### src/poa_pkg.sv
`default_nettype none
package poa_pkg;

  // ----------------------------------------------------------------
  // Register map
  // ----------------------------------------------------------------
  localparam logic [11:0] POA_CTRL_OFF   = 12'h000;
  localparam logic [11:0] POA_STATUS_OFF = 12'h004;
  localparam logic [11:0] POA_COUNT_OFF  = 12'h008;
  localparam logic [11:0] POA_DIGITS_OFF = 12'h00c;

  // ----------------------------------------------------------------
  // Field positions
  // ----------------------------------------------------------------
  localparam int POA_CTRL_ENABLE_BIT = 0;
  localparam int POA_CTRL_BAND3_BIT  = 1;
  localparam int POA_ST_BUSY_BIT     = 0;
  localparam int POA_ST_NEG_BIT      = 1;
  localparam int POA_ST_HOLD_BIT     = 2;
  localparam int POA_ST_ZERO_BIT     = 3;
  localparam int POA_ST_APPLY_BIT    = 4;
  localparam int POA_ST_MINUS_BIT    = 5;

  // ----------------------------------------------------------------
  // Reset values
  // ----------------------------------------------------------------
  localparam logic [1:0]  POA_CTRL_RST   = 2'h1;
  localparam logic [25:0] POA_PINS_RST   = 26'h3ffffff;

  // ----------------------------------------------------------------
  // Sizes and timing
  // ----------------------------------------------------------------
  localparam int POA_DIGITS       = 6;
  localparam int POA_DIGIT_BITS   = 4 * POA_DIGITS;
  localparam int POA_LEAD_DIGITS  = 3;
  localparam int POA_LEAD_BITS    = 4 * POA_LEAD_DIGITS;
  localparam int POA_PIN_BITS     = POA_DIGIT_BITS + 2;
  localparam int POA_SYS_CLK_HZ   = 250_000_000;
  localparam int POA_BASE_CLK_HZ  = 2_500_000;
  localparam int POA_BASE_CYCLES  = POA_SYS_CLK_HZ / POA_BASE_CLK_HZ;
  localparam logic [6:0] POA_BASE_LAST = 7'(POA_BASE_CYCLES - 1);

  typedef enum logic [2:0] {
    POA_IDLE,
    POA_LOADED,
    POA_ARM,
    POA_ADD
  } poa_state_e;

endpackage
`default_nettype wire

### src/poa_offset_adder.sv
// The APB slave port and the placing of the registers were decided locally.
`default_nettype none
// Notes on behaviour
// - Reading moves up or down by any offset in 100 kHz steps.
// - Offset arrives as six BCD digits on twenty-four parallel lines.
// - Offset acts only while the apply line is asserted.
// - Digit, apply and sign lines are all active low.
// - Six digits load straight into the six decade counter presets.
// - Band III leading digits are added serially, one pulse per count of their value.
// - Negative offset adds exactly one 100 kHz pulse per cycle.
// - Sequencer state 0 loads leading digits into the down-counter.
// - State 0 issues load strobe; low sign sets the negative flag.
// - State 1 enables halving of the 2.5 MHz clock.
// - Entering state 1 holds the sequencer and arms the add control.
// - First halved pulse opens the gate; negative adds 100 kHz pulse.
// - Later pulses step 100 MHz decade and down-counter until zero.
// - At zero the add control clears and the hold releases.
module poa_offset_adder
  import poa_pkg::*;
(
  input  wire logic                              SYS_CLK,
  input  wire logic                              SYS_RST,
  input  wire logic                              PSEL,
  input  wire logic                              PENABLE,
  input  wire logic                              PWRITE,
  input  wire logic [11:0]                       PADDR,
  input  wire logic [31:0]                       PWDATA,
  output var  logic [31:0]                       PRDATA,
  output var  logic                              PREADY,
  output var  logic                              PSLVERR,
  input  wire logic [poa_pkg::POA_DIGIT_BITS-1:0] OFFSET_DIGITS_N,
  input  wire logic                              OFFSET_APPLY_N,
  input  wire logic                              OFFSET_MINUS_N,
  input  wire logic                              BAND3_ACTIVE,
  input  wire logic                              SEQ_STATE0,
  input  wire logic                              SEQ_STATE1,
  input  wire logic [poa_pkg::POA_LEAD_BITS-1:0] LEADING_DIGITS,
  output var  logic [poa_pkg::POA_DIGIT_BITS-1:0] PRESET_DIGITS,
  output var  logic                              PRESET_LOAD,
  output var  logic                              SEQ_HOLD,
  output var  logic                              HUNDRED_MHZ_DECADE_GATE,
  output var  logic                              LOW_DECADE_INCREMENT_PULSE,
  output var  logic                              HIGH_DECADE_INCREMENT_PULSE
);

  // ----------------------------------------------------------------
  // Pin synchronisers
  // ----------------------------------------------------------------
  logic [POA_PIN_BITS-1:0] pin_s1_ff;
  logic [POA_PIN_BITS-1:0] pin_s2_ff;
  logic [POA_PIN_BITS-1:0] pin_s3_ff;
  logic [POA_PIN_BITS-1:0] pin_ff;
  logic [POA_PIN_BITS-1:0] pin_agree;
  logic [POA_PIN_BITS-1:0] nxt_pin;

  // Only bits where stages two and three agree may change
  assign pin_agree = ~(pin_s2_ff ^ pin_s3_ff);
  assign nxt_pin   = (pin_s2_ff & pin_agree) | (pin_ff & ~pin_agree);

  always_ff @(posedge SYS_CLK)
  begin
    if (SYS_RST)
    begin
      pin_s1_ff <= POA_PINS_RST;
      pin_s2_ff <= POA_PINS_RST;
      pin_s3_ff <= POA_PINS_RST;
      pin_ff    <= POA_PINS_RST;
    end
    else
    begin
      pin_s1_ff <= {OFFSET_MINUS_N, OFFSET_APPLY_N, OFFSET_DIGITS_N};
      pin_s2_ff <= pin_s1_ff;
      pin_s3_ff <= pin_s2_ff;
      pin_ff    <= nxt_pin;
    end
  end

  wire logic [POA_DIGIT_BITS-1:0] offset_digits = ~pin_ff[POA_DIGIT_BITS-1:0];
  wire logic apply_on = ~pin_ff[POA_DIGIT_BITS];
  wire logic minus_on = ~pin_ff[POA_DIGIT_BITS+1];

  // ----------------------------------------------------------------
  // Register file
  // ----------------------------------------------------------------
  logic [1:0]  ctrl_ff;
  logic        pready_ff;
  logic        pslverr_ff;
  logic [31:0] prdata_ff;
  logic        neg_ff;
  logic        hold_ff;
  poa_state_e  state_ff;
  poa_state_e  nxt_state;
  logic [POA_LEAD_BITS-1:0] dc_count;
  logic        dc_zero;

  wire logic access    = PSEL & PENABLE;
  wire logic take      = access & ~pready_ff;
  wire logic commit_wr = access & pready_ff & PWRITE;
  wire logic hit_ctrl  = (PADDR == POA_CTRL_OFF);
  wire logic hit_stat  = (PADDR == POA_STATUS_OFF);
  wire logic hit_cnt   = (PADDR == POA_COUNT_OFF);
  wire logic hit_dig   = (PADDR == POA_DIGITS_OFF);
  wire logic hit_any   = hit_ctrl | hit_stat | hit_cnt | hit_dig;

  wire logic [31:0] status_word = 32'(
    ({5'h0, (state_ff != POA_IDLE)} << POA_ST_BUSY_BIT)
    | ({5'h0, neg_ff}   << POA_ST_NEG_BIT)
    | ({5'h0, hold_ff}  << POA_ST_HOLD_BIT)
    | ({5'h0, dc_zero}  << POA_ST_ZERO_BIT)
    | ({5'h0, apply_on} << POA_ST_APPLY_BIT)
    | ({5'h0, minus_on} << POA_ST_MINUS_BIT));

  wire logic [31:0] rd_mux =
      hit_ctrl ? {30'h0, ctrl_ff}
    : hit_stat ? status_word
    : hit_cnt  ? {20'h0, dc_count}
    : hit_dig  ? {8'h0, offset_digits}
    : 32'h0;

  // One wait state: data and ready both leave flip-flops
  always_ff @(posedge SYS_CLK)
  begin
    if (SYS_RST)
    begin
      pready_ff  <= 1'b0;
      pslverr_ff <= 1'b0;
      prdata_ff  <= 32'h0;
    end
    else
    begin
      pready_ff  <= take;
      pslverr_ff <= take & ~hit_any;
      prdata_ff  <= (take & ~PWRITE) ? rd_mux : 32'h0;
    end
  end

  always_ff @(posedge SYS_CLK)
  begin
    if (SYS_RST)
      ctrl_ff <= POA_CTRL_RST;
    else if (commit_wr && hit_ctrl)
      ctrl_ff <= PWDATA[1:0];
  end

  wire logic sw_enable = ctrl_ff[POA_CTRL_ENABLE_BIT];
  wire logic band3     = BAND3_ACTIVE | ctrl_ff[POA_CTRL_BAND3_BIT];

  // ----------------------------------------------------------------
  // Clock dividers
  // ----------------------------------------------------------------
  logic [6:0] base_cnt_ff;
  logic       half_ff;
  logic       tick_ff;

  // 2.5 MHz base rate as an enable pulse
  wire logic base_tick = (base_cnt_ff == POA_BASE_LAST);
  wire logic half_run  = (state_ff == POA_ARM) | (state_ff == POA_ADD);

  always_ff @(posedge SYS_CLK)
  begin
    if (SYS_RST)
    begin
      base_cnt_ff <= 7'h0;
      half_ff     <= 1'b0;
      tick_ff     <= 1'b0;
    end
    else
    begin
      base_cnt_ff <= base_tick ? 7'h0 : base_cnt_ff + 7'h1;
      if (!half_run)
        half_ff <= 1'b0;
      else if (base_tick)
        half_ff <= ~half_ff;
      tick_ff <= half_run & base_tick & half_ff;
    end
  end

  // ----------------------------------------------------------------
  // Offset cycle control
  // ----------------------------------------------------------------
  // apply gate
  wire logic start    = apply_on & sw_enable & SEQ_STATE0;
  wire logic do_load  = (state_ff == POA_IDLE) & start;
  wire logic first_pl = (state_ff == POA_ARM) & tick_ff;
  wire logic step     = (state_ff == POA_ADD) & tick_ff & ~dc_zero;
  wire logic finish   = (state_ff == POA_ADD) & tick_ff & dc_zero;

  // leading digits only in band III
  wire logic [POA_LEAD_BITS-1:0] lead_load = band3 ? LEADING_DIGITS : '0;

  always_comb
  begin
    nxt_state = state_ff;
    case (state_ff)
      POA_IDLE:
        if (start)
          nxt_state = POA_LOADED;
      POA_LOADED:
        if (SEQ_STATE1)
          nxt_state = POA_ARM;
        else if (!apply_on)
          nxt_state = POA_IDLE;
      POA_ARM:
        if (tick_ff)
          nxt_state = POA_ADD;
      POA_ADD:
        if (finish)
          nxt_state = POA_IDLE;
      default:
        nxt_state = POA_IDLE;
    endcase
  end

  always_ff @(posedge SYS_CLK)
  begin
    if (SYS_RST)
      state_ff <= POA_IDLE;
    else
      state_ff <= nxt_state;
  end

  always_ff @(posedge SYS_CLK)
  begin
    if (SYS_RST)
      neg_ff <= 1'b0;
    else if (do_load)
      neg_ff <= minus_on;
    else if (finish)
      neg_ff <= 1'b0;
  end

  poa_down_counter poa_down_counter_inst
  (
    .clk        (SYS_CLK),
    .rst        (SYS_RST),
    .load       (do_load),
    .load_value (lead_load),
    .dec        (step),
    .count      (dc_count),
    .zero       (dc_zero)
  );

  // ----------------------------------------------------------------
  // Outputs to counting chain and sequencer
  // ----------------------------------------------------------------
  logic [POA_DIGIT_BITS-1:0] preset_ff;
  logic preset_load_ff;
  logic gate_ff;
  logic low_pulse_ff;
  logic high_pulse_ff;

  always_ff @(posedge SYS_CLK)
  begin
    if (SYS_RST)
    begin
      preset_ff      <= '0;
      preset_load_ff <= 1'b0;
      hold_ff        <= 1'b0;
      gate_ff        <= 1'b0;
      low_pulse_ff   <= 1'b0;
      high_pulse_ff  <= 1'b0;
    end
    else
    begin
      preset_load_ff <= do_load;
      if (do_load)
        preset_ff <= offset_digits;
      hold_ff <= (nxt_state == POA_ARM) | (nxt_state == POA_ADD);
      if (first_pl)
        gate_ff <= 1'b1;
      else if (finish)
        gate_ff <= 1'b0;
      low_pulse_ff <= first_pl & neg_ff;
      high_pulse_ff <= step;
    end
  end

  assign PRESET_DIGITS               = preset_ff;
  assign PRESET_LOAD                 = preset_load_ff;
  assign SEQ_HOLD                    = hold_ff;
  assign HUNDRED_MHZ_DECADE_GATE     = gate_ff;
  assign LOW_DECADE_INCREMENT_PULSE  = low_pulse_ff;
  assign HIGH_DECADE_INCREMENT_PULSE = high_pulse_ff;
  assign PRDATA                      = prdata_ff;
  assign PREADY                      = pready_ff;
  assign PSLVERR                     = pslverr_ff;

endmodule
`default_nettype wire

### src/poa_down_counter.sv
`default_nettype none
module poa_down_counter
  import poa_pkg::*;
(
  input  wire logic                     clk,
  input  wire logic                     rst,
  input  wire logic                     load,
  input  wire logic [POA_LEAD_BITS-1:0] load_value,
  input  wire logic                     dec,
  output var  logic [POA_LEAD_BITS-1:0] count,
  output var  logic                     zero
);

  // ----------------------------------------------------------------
  // Decade arithmetic
  // ----------------------------------------------------------------
  function automatic logic [3:0] bcd_dec(input logic [3:0] d);
    bcd_dec = (d == 4'h0) ? 4'h9 : d - 4'h1;
  endfunction

  logic [POA_LEAD_BITS-1:0] count_ff;
  logic [POA_LEAD_BITS-1:0] nxt_count;
  logic [POA_LEAD_DIGITS:0] borrow;

  assign borrow[0] = 1'b1;

  genvar g;
  generate
    for (g = 0; g < POA_LEAD_DIGITS; g++)
    begin : g_dec
      assign nxt_count[4*g +: 4] = borrow[g] ?
        bcd_dec(count_ff[4*g +: 4]) : count_ff[4*g +: 4];
      assign borrow[g+1] = borrow[g] & (count_ff[4*g +: 4] == 4'h0);
    end
  endgenerate

  // Decrement never wraps below zero
  always_ff @(posedge clk)
  begin
    if (rst)
      count_ff <= '0;
    else if (load)
      count_ff <= load_value;
    else if (dec && count_ff != '0)
      count_ff <= nxt_count;
  end

  assign count = count_ff;
  assign zero  = (count_ff == '0);

endmodule
`default_nettype wire

### config.mk
export PLATFORM = sky130hd
export DESIGN_NAME = poa_offset_adder
export DESIGN_NICKNAME = d
export VERILOG_FILES = /design/src/poa_pkg.sv /design/src/poa_offset_adder.sv /design/src/poa_down_counter.sv
export SDC_FILE = /design/constraint.sdc
export NUM_CORES = 1
export LEC_CHECK = 0
export BUFFER_PORTS_ARGS = -buffer_cell sky130_fd_sc_hd__buf_2
export CORE_MARGIN = 3
export CORE_UTILIZATION = 57
export DETAILED_ROUTE_END_ITERATION = 6
export PLACE_DENSITY = 0.86
export SYNTH_ARGS = -nofsm -noshare
export SYNTH_HDL_FRONTEND = slang
export SYNTH_SLANG_ARGS = --single-unit
### constraint.sdc
create_clock -name SYS_CLK -period 5.4 [get_ports SYS_CLK]
set_clock_uncertainty 0.1 [all_clocks]
set_input_delay 0.27 -clock SYS_CLK [delete_from_list [all_inputs] [get_ports SYS_CLK]]
set_output_delay 0.27 -clock SYS_CLK [all_outputs]
set_load 0.01 [all_outputs]
==> flow_summary_export.csv, run 1 <==
group,metric,value,unit
status,outcome,"finished, final reports clean",
sta,maxSlewViolCount,0,
setup_path,required,5.73,ns
power_and_ir_drop,p_per_area,349,mW/mm²
yosys,seq_area_frac_synth,59.0,%
clock_network,ctsHtreeMaxLevel,4,
setup_path,start_kind,"flop",
sta,setup_viol,0,
route,routed_via_density,5.32,
grt,grt.total_usage,22.5,%
yosys,synth-main-ff-cell,"dfxtp_1",
clock_network,clock_latency,0.54,ns
power_and_ir_drop,irDropWorstVdd,318,µV
sta,setup_tns,0,ns
yosys,synth_area_leaders,"dfxtp_1 (59%), or2_2 (7.9%), nor2_1 (5.5%)",
grt,grt_pass1_vias,4881,
yosys,synth_xor_area_share,0.833,%
setup_path,crit_arrival,2.74,ns
floorplan,die_area,0.0124,mm²
grt,antenna_found_initial,0,
yosys,synth_seq_cells,186,
floorplan,rows,37,
cells_and_area,area_growth,25.3,%
cells_and_area,final_util,74.9,%
floorplan,die-height,111,µm
cells_and_area,most-common-layout-cells,"dfxtp_1 (186), buf_2 (113), nor2_1 (93), or2_2 (80), dlygate4sd3_1 (43)",
floorplan,io-pin-count,153,
clock_network,cts_made_buffers,17,
cells_and_area,drive_above_1_share,29.6,%
floorplan,dieWidth,111,µm
setup_path,r2r_cells,4,
clock_network,clock_sinks,186,
clock_network,cts_max_path_buffers,2,
grt,grt_pass1_wl,22600,µm
yosys,synth_edf_count,0,
hold_path,min_path_type,"in -> reg",
place,gp_congestion,0.853,
sta,rsz0062_at_grt,"false",
route,routed_wl,13700,µm
cells_and_area,antenna-diode-count,0,
setup_path,crit_fanout,11,
yosys,async_flop_share,0,%
sta,holdWs,0.0459,ns
route,antenna_left,0,
place,dp_hpwl,8450,µm
setup_path,end_kind,"flop",
yosys,avgSynthCellArea,9.98,µm²
clock_network,clk_pin_slew_worst_paths,0.07,ns
power_and_ir_drop,power.total,2760,µW
grt,grt_max_degree,118,
sta,slew_headroom,34.4,%
sta,fmax,414,MHz
yosys,synthCells,632,
yosys,synthAdderAreaFrac,0.198,%
power_and_ir_drop,p_leak,0.00336,µW
floorplan,start_util,59.8,%
yosys,yosys.area_share.simple,21.4,%
yosys,synth-compound-area-share,12.2,%
clock_network,cts_tree,"yes",
sta,finalCriticalPeriod,2.41,ns
route,dr.pass1.iters,5,
yosys,ys_warn_count,0,
hold_path,holdPathStages,4,
yosys,synth_area,0.00631,mm²
yosys,synth_top_area_share,59.0,%
grt,met1_usage,25.6,%
place,io_buffers,114,
route,wl_per_cell,14.8,µm
cells_and_area,fillers,726,
cells_and_area,final_common_cell,"dfxtp_1",
grt,grt_busiest_layer,"met2",
clock_network,cts_resized,0,
grt,grt_overflow,0,
place,dp_slack,3.08,ns
grt,use_met3,6.93,%
clock_network,root_buffer,"clkbuf_8",
cells_and_area,layout.nets,865,
route,drc,0,
yosys,yosysTopAreaCell,"dfxtp_1",
yosys,synth.area.mux_share,2.40,%
grt,grt_use_met2,38.9,%
sta,tightest_slew,0.984,ns
sta,finalHoldViolCount,0,
job,cap_violations,0,
yosys,yosysUniqueCellTypes,53,
floorplan,core_area,0.0106,mm²
setup_path,path_class,"reg -> reg",
sta,setup_slack,2.99,ns
yosys,synth_top_family_by_area,"simple AND/OR/NAND/NOR gates",
clock_network,postCtsSetupBuffers,0,
route,vias,4906,
route,drtIter0Drc,324,
sta,post-route-period-util,44.7,%
synthesized netlist by cell type, types with 2 or more instances:
library cell	number
mux2i_1	14
inv_1	10
o2bb2ai_1	4
nand4_1	4
nor3_1	9
or3_1	2
nor2b_1	2
a311oi_1	2
nand2b_1	11
nor2_1	93
a211oi_1	21
xor2_1	3
nor4_1	7
nand4b_1	2
or2_2	80
buf_4	9
clkbuf_1	24
and3_1	7
o21bai_1	26
dfxtp_1	186
o21ai_0	4
buf_2	8
or4_1	3
nand3b_1	2
nand3_1	8
a31oi_1	2
a22oi_1	4
a32oi_1	2
a21oi_1	41
xnor2_1	3
nand2_1	17
routing by layer:
layer / vias up / part of all wire (%)
met5: - / 0
li1: 2409 / -
met1: 2243 / 40
met4: 0 / 2.5
met3: 35 / 7.5
met2: 219 / 49
area by class of cell:
| class | instances | area [µm²] | share of cell area [%] |
|---|---|---|---|
| Sequential cell | 186 | 3720 | 47.1 |
| Multi-Input combinational cell | 401 | 2370 | 29.9 |
| Timing Repair Buffer | 158 | 1010 | 12.8 |
| Clock buffer | 19 | 432 | 5.46 |
| Tap cell | 136 | 170 | 2.15 |
| Clock inverter | 13 | 168 | 2.12 |
| Inverter | 10 | 37.5 | 0.475 |
kinds of logic (layout without fill, tap and decap cells):
group | after synthesis | in the layout
AND/OR/NAND/NOR | 256 | 256
flip-flops | 186 | 186
AO/OA/AOI/OAI | 114 | 114
buffers and inverters | 53 | 200
multiplexers | 15 | 15
XOR/XNOR | 6 | 6
adder cells (fa/ha/maj) | 1 | 1
other | 1 | 9
worst paths after layout:
| check | start | endpoint | slack, ns |
|---|---|---|---|
| setup / recovery | state_ff[1] | poa_down_counter_inst.count[7] | 2.99 |
| hold / removal | LEADING_DIGITS[3] | poa_down_counter_inst.count[3] | 0.05 |
| setup reg to reg | state_ff[1] | poa_down_counter_inst.count[7] | 2.99 |
| hold reg to reg | pin_s1_ff[6] | pin_s2_ff[6] | 0.31 |
worst max-delay path: stages (launching register included):
cell and delay, ns:
dfxtp_1 0.51, nand4b_1 0.47, nor4_1 0.63, mux2_2 0.41
a22o_1 0.19
per-stage QoR:
stage | cell area (µm²) | std cells
finish | 7910 | 923
detailed placement | 6880 | 848
global placement | 6880 | 848
global route | 7910 | 923
floorplan | 6340 | 640
CTS | 7910 | 923
report_power, final:
part           internal [µW]  switching (µW)
registers               1400            12.1
logic                   61.2            45.6
clock network            723             519
total                   2180             577
what timing repair did:
action,in CTS,in global routing
setup endpoints to repair,0,0
hold endpoints to repair,41,0
hold buffers,43,0
(Power assumes the default switching activity.)
==> run 2: changes to the inputs <==
- CORE_UTILIZATION: 57 -> 53
- PLACE_DENSITY: 0.86 -> 0.81
- clock period: 5.4 -> 2.5 ns (I/O delays scaled with it)
==> run 2 against run 1 <==
Net effect: critical path type unchanged; combinational power up 120%; routed wire length down 5.5%; clock power up 100%; final area up 0.49%; largest cell class unchanged; register-to-register slack worse by 2.5 ns; die area up 7.1%.
==> flow_summary_export.csv, run 2 (synthesis gave the netlist of run 1 again) <==
group,metric,value,unit
floorplan,rows,39,
setup_path,crit_arrival,2.25,ns
sta,setup_viol,0,
grt,grt_max_degree,151,
sta,tightest_slew,0.630,ns
power_and_ir_drop,p_leak,0.00338,µW
route,routed_wl,12900,µm
hold_path,holdPathStages,4,
power_and_ir_drop,p_per_area,726,mW/mm²
floorplan,core_area,0.0115,mm²
cells_and_area,area_growth,26.0,%
setup_path,path_class,"reg -> reg",
setup_path,end_kind,"flop",
setup_path,crit_fanout,8,
clock_network,cts_resized,0,
floorplan,io-pin-count,153,
route,vias,4780,
cells_and_area,final_common_cell,"dfxtp_1",
clock_network,ctsHoldBuffers,44,
floorplan,start_util,54.8,%
route,route.top_layer_used,"met4",
place,dp_hpwl,8510,µm
clock_network,ctsHtreeMaxLevel,4,
route,drt-met1-wl,5490,µm
setup_path,start_kind,"flop",
setup_path,required,2.71,ns
hold_path,min_path_type,"in -> reg",
setup_path,r2r_cells,4,
job,cap_violations,0,
sta,setup_tns,0,ns
hold_path,whs_endpoint,"PSLVERR",
sta,slew_headroom,57.9,%
route,routed_via_density,5.10,
sta,finalHoldViolCount,0,
grt,grt_pass1_vias,4532,
hold_path,hold_start,"PADDR[6]",
setup_path,max_stage_delay,0.70,ns
route,wl_per_cell,13.8,µm
place,gp_congestion,0.820,
cells_and_area,final_util,69.0,%
clock_network,cts_tree,"yes",
sta,rsz0062_at_grt,"false",
grt,antenna_found_initial,0,
setup_path,crit_top_cell,"or4_1",
sta,finalCriticalPeriod,2.04,ns
sta,fmax,490,MHz
setup_path,r2r-end,"poa_down_counter_inst.count[6]",
setup_path,path_cells,"or4_1 -> or4_1 -> a22oi_1 -> o2bb2ai_1",
place,post-place-cells,862,
route,drtIter0Drc,232,
cells_and_area,layout.nets,873,
cells_and_area,antenna-diode-count,0,
sta,holdWs,0.0488,ns
setup_path,cp_top_family,"simple AND/OR/NAND/NOR gates",
clock_network,cts_max_path_buffers,2,
clock_network,clock_sinks,186,
setup_path,path_buf_inv,0,
grt,grt_overflow,0,
setup_path,r2r_start,"poa_down_counter_inst.count[0]",
sta,post-route-period-util,81.7,%
floorplan,die_area,0.0133,mm²
cells_and_area,final_cell_count_no_fill,937,
clock_network,clock_latency,0.42,ns
sta,maxSlewViolCount,0,
route,met3WireLength,817,µm
clock_network,clk_pin_slew_worst_paths,0.07,ns
power_and_ir_drop,irDropWorstVdd,514,µV
route,route.met2.wl,6400,µm
route,dr.pass1.iters,5,
floorplan,dieWidth,115,µm
clock_network,cts_made_buffers,17,
route,drc,0,
clock_network,postCtsSetupBuffers,0,
clock_network,root_buffer,"clkbuf_16",
floorplan,die-height,115,µm
setup_path,worst_path_max_delay_cell,"or4_1",
cells_and_area,most-common-layout-cells,"dfxtp_1 (186), buf_2 (113), nor2_1 (93), or2_2 (80), dlygate4sd3_1 (44)",
status,outcome,"finished, final reports clean",
grt,grt_pass1_wl,20700,µm
grt,grt.total_usage,19.8,%
route,antenna_left,0,
setup_path,reg2reg_slack,0.46,ns
place,io_buffers,114,
cells_and_area,drive_above_1_share,30.0,%
run 2: worst max path at each step:
stage,startpoint,to,cells past startpoint
CTS,flop,PRESET_DIGITS[22],5
global placement,poa_down_counter_inst.count[0],poa_down_counter_inst.count[6],4
global route,state_ff[1],PRESET_DIGITS[19],5
floorplan,poa_down_counter_inst.count[0],poa_down_counter_inst.count[6],6
finish,poa_down_counter_inst.count[0],poa_down_counter_inst.count[6],4
detailed placement,flop,PRESET_DIGITS[22],5
run 2: tightest hold or removal path, stage by stage:
cell    delay (ns)
buf_2         0.07
nor4_1        0.04
and3_1        0.19
nor2_1        0.10
run 2: layout make-up:
| class | instances | area, µm² |
|---|---|---|
| Sequential cell | 186 | 3720 |
| Clock inverter | 10 | 93.8 |
| Tap cell | 143 | 179 |
| Multi-Input combinational cell | 401 | 2370 |
| Clock buffer | 21 | 460 |
| Timing Repair Buffer | 166 | 1090 |
| Fill cell | 868 | 3570 |
| Inverter | 10 | 37.5 |
run 2: metrics by stage:
| step | setup WS, ns | power [µW] | cell area [µm²] |
|---|---|---|---|
| 3_3_place_gp | 0.545 | 3290 | 6950 |
| 4_1_cts | 0.447 | 5830 | 7950 |
| 6_report | 0.458 | 5770 | 7950 |
| 3_5_place_dp | 0.451 | 3290 | 6950 |
| 5_1_grt | 0.265 | 5970 | 7950 |
| 2_1_floorplan | 0.607 | 3230 | 6340 |
run 2: routing by layer:
metal / global-route usage [%] / up-vias
met5: 0 / -
met3: 5.42 / 21
met4: 8.14 / 0
li1: - / 2422
met1: 23.8 / 2196
met2: 33.6 / 141
run 2: power by group:
group          switching [µW]  internal [µW]
sequential               24.9           3020
combinational            96.3            135
clock                    1070           1420
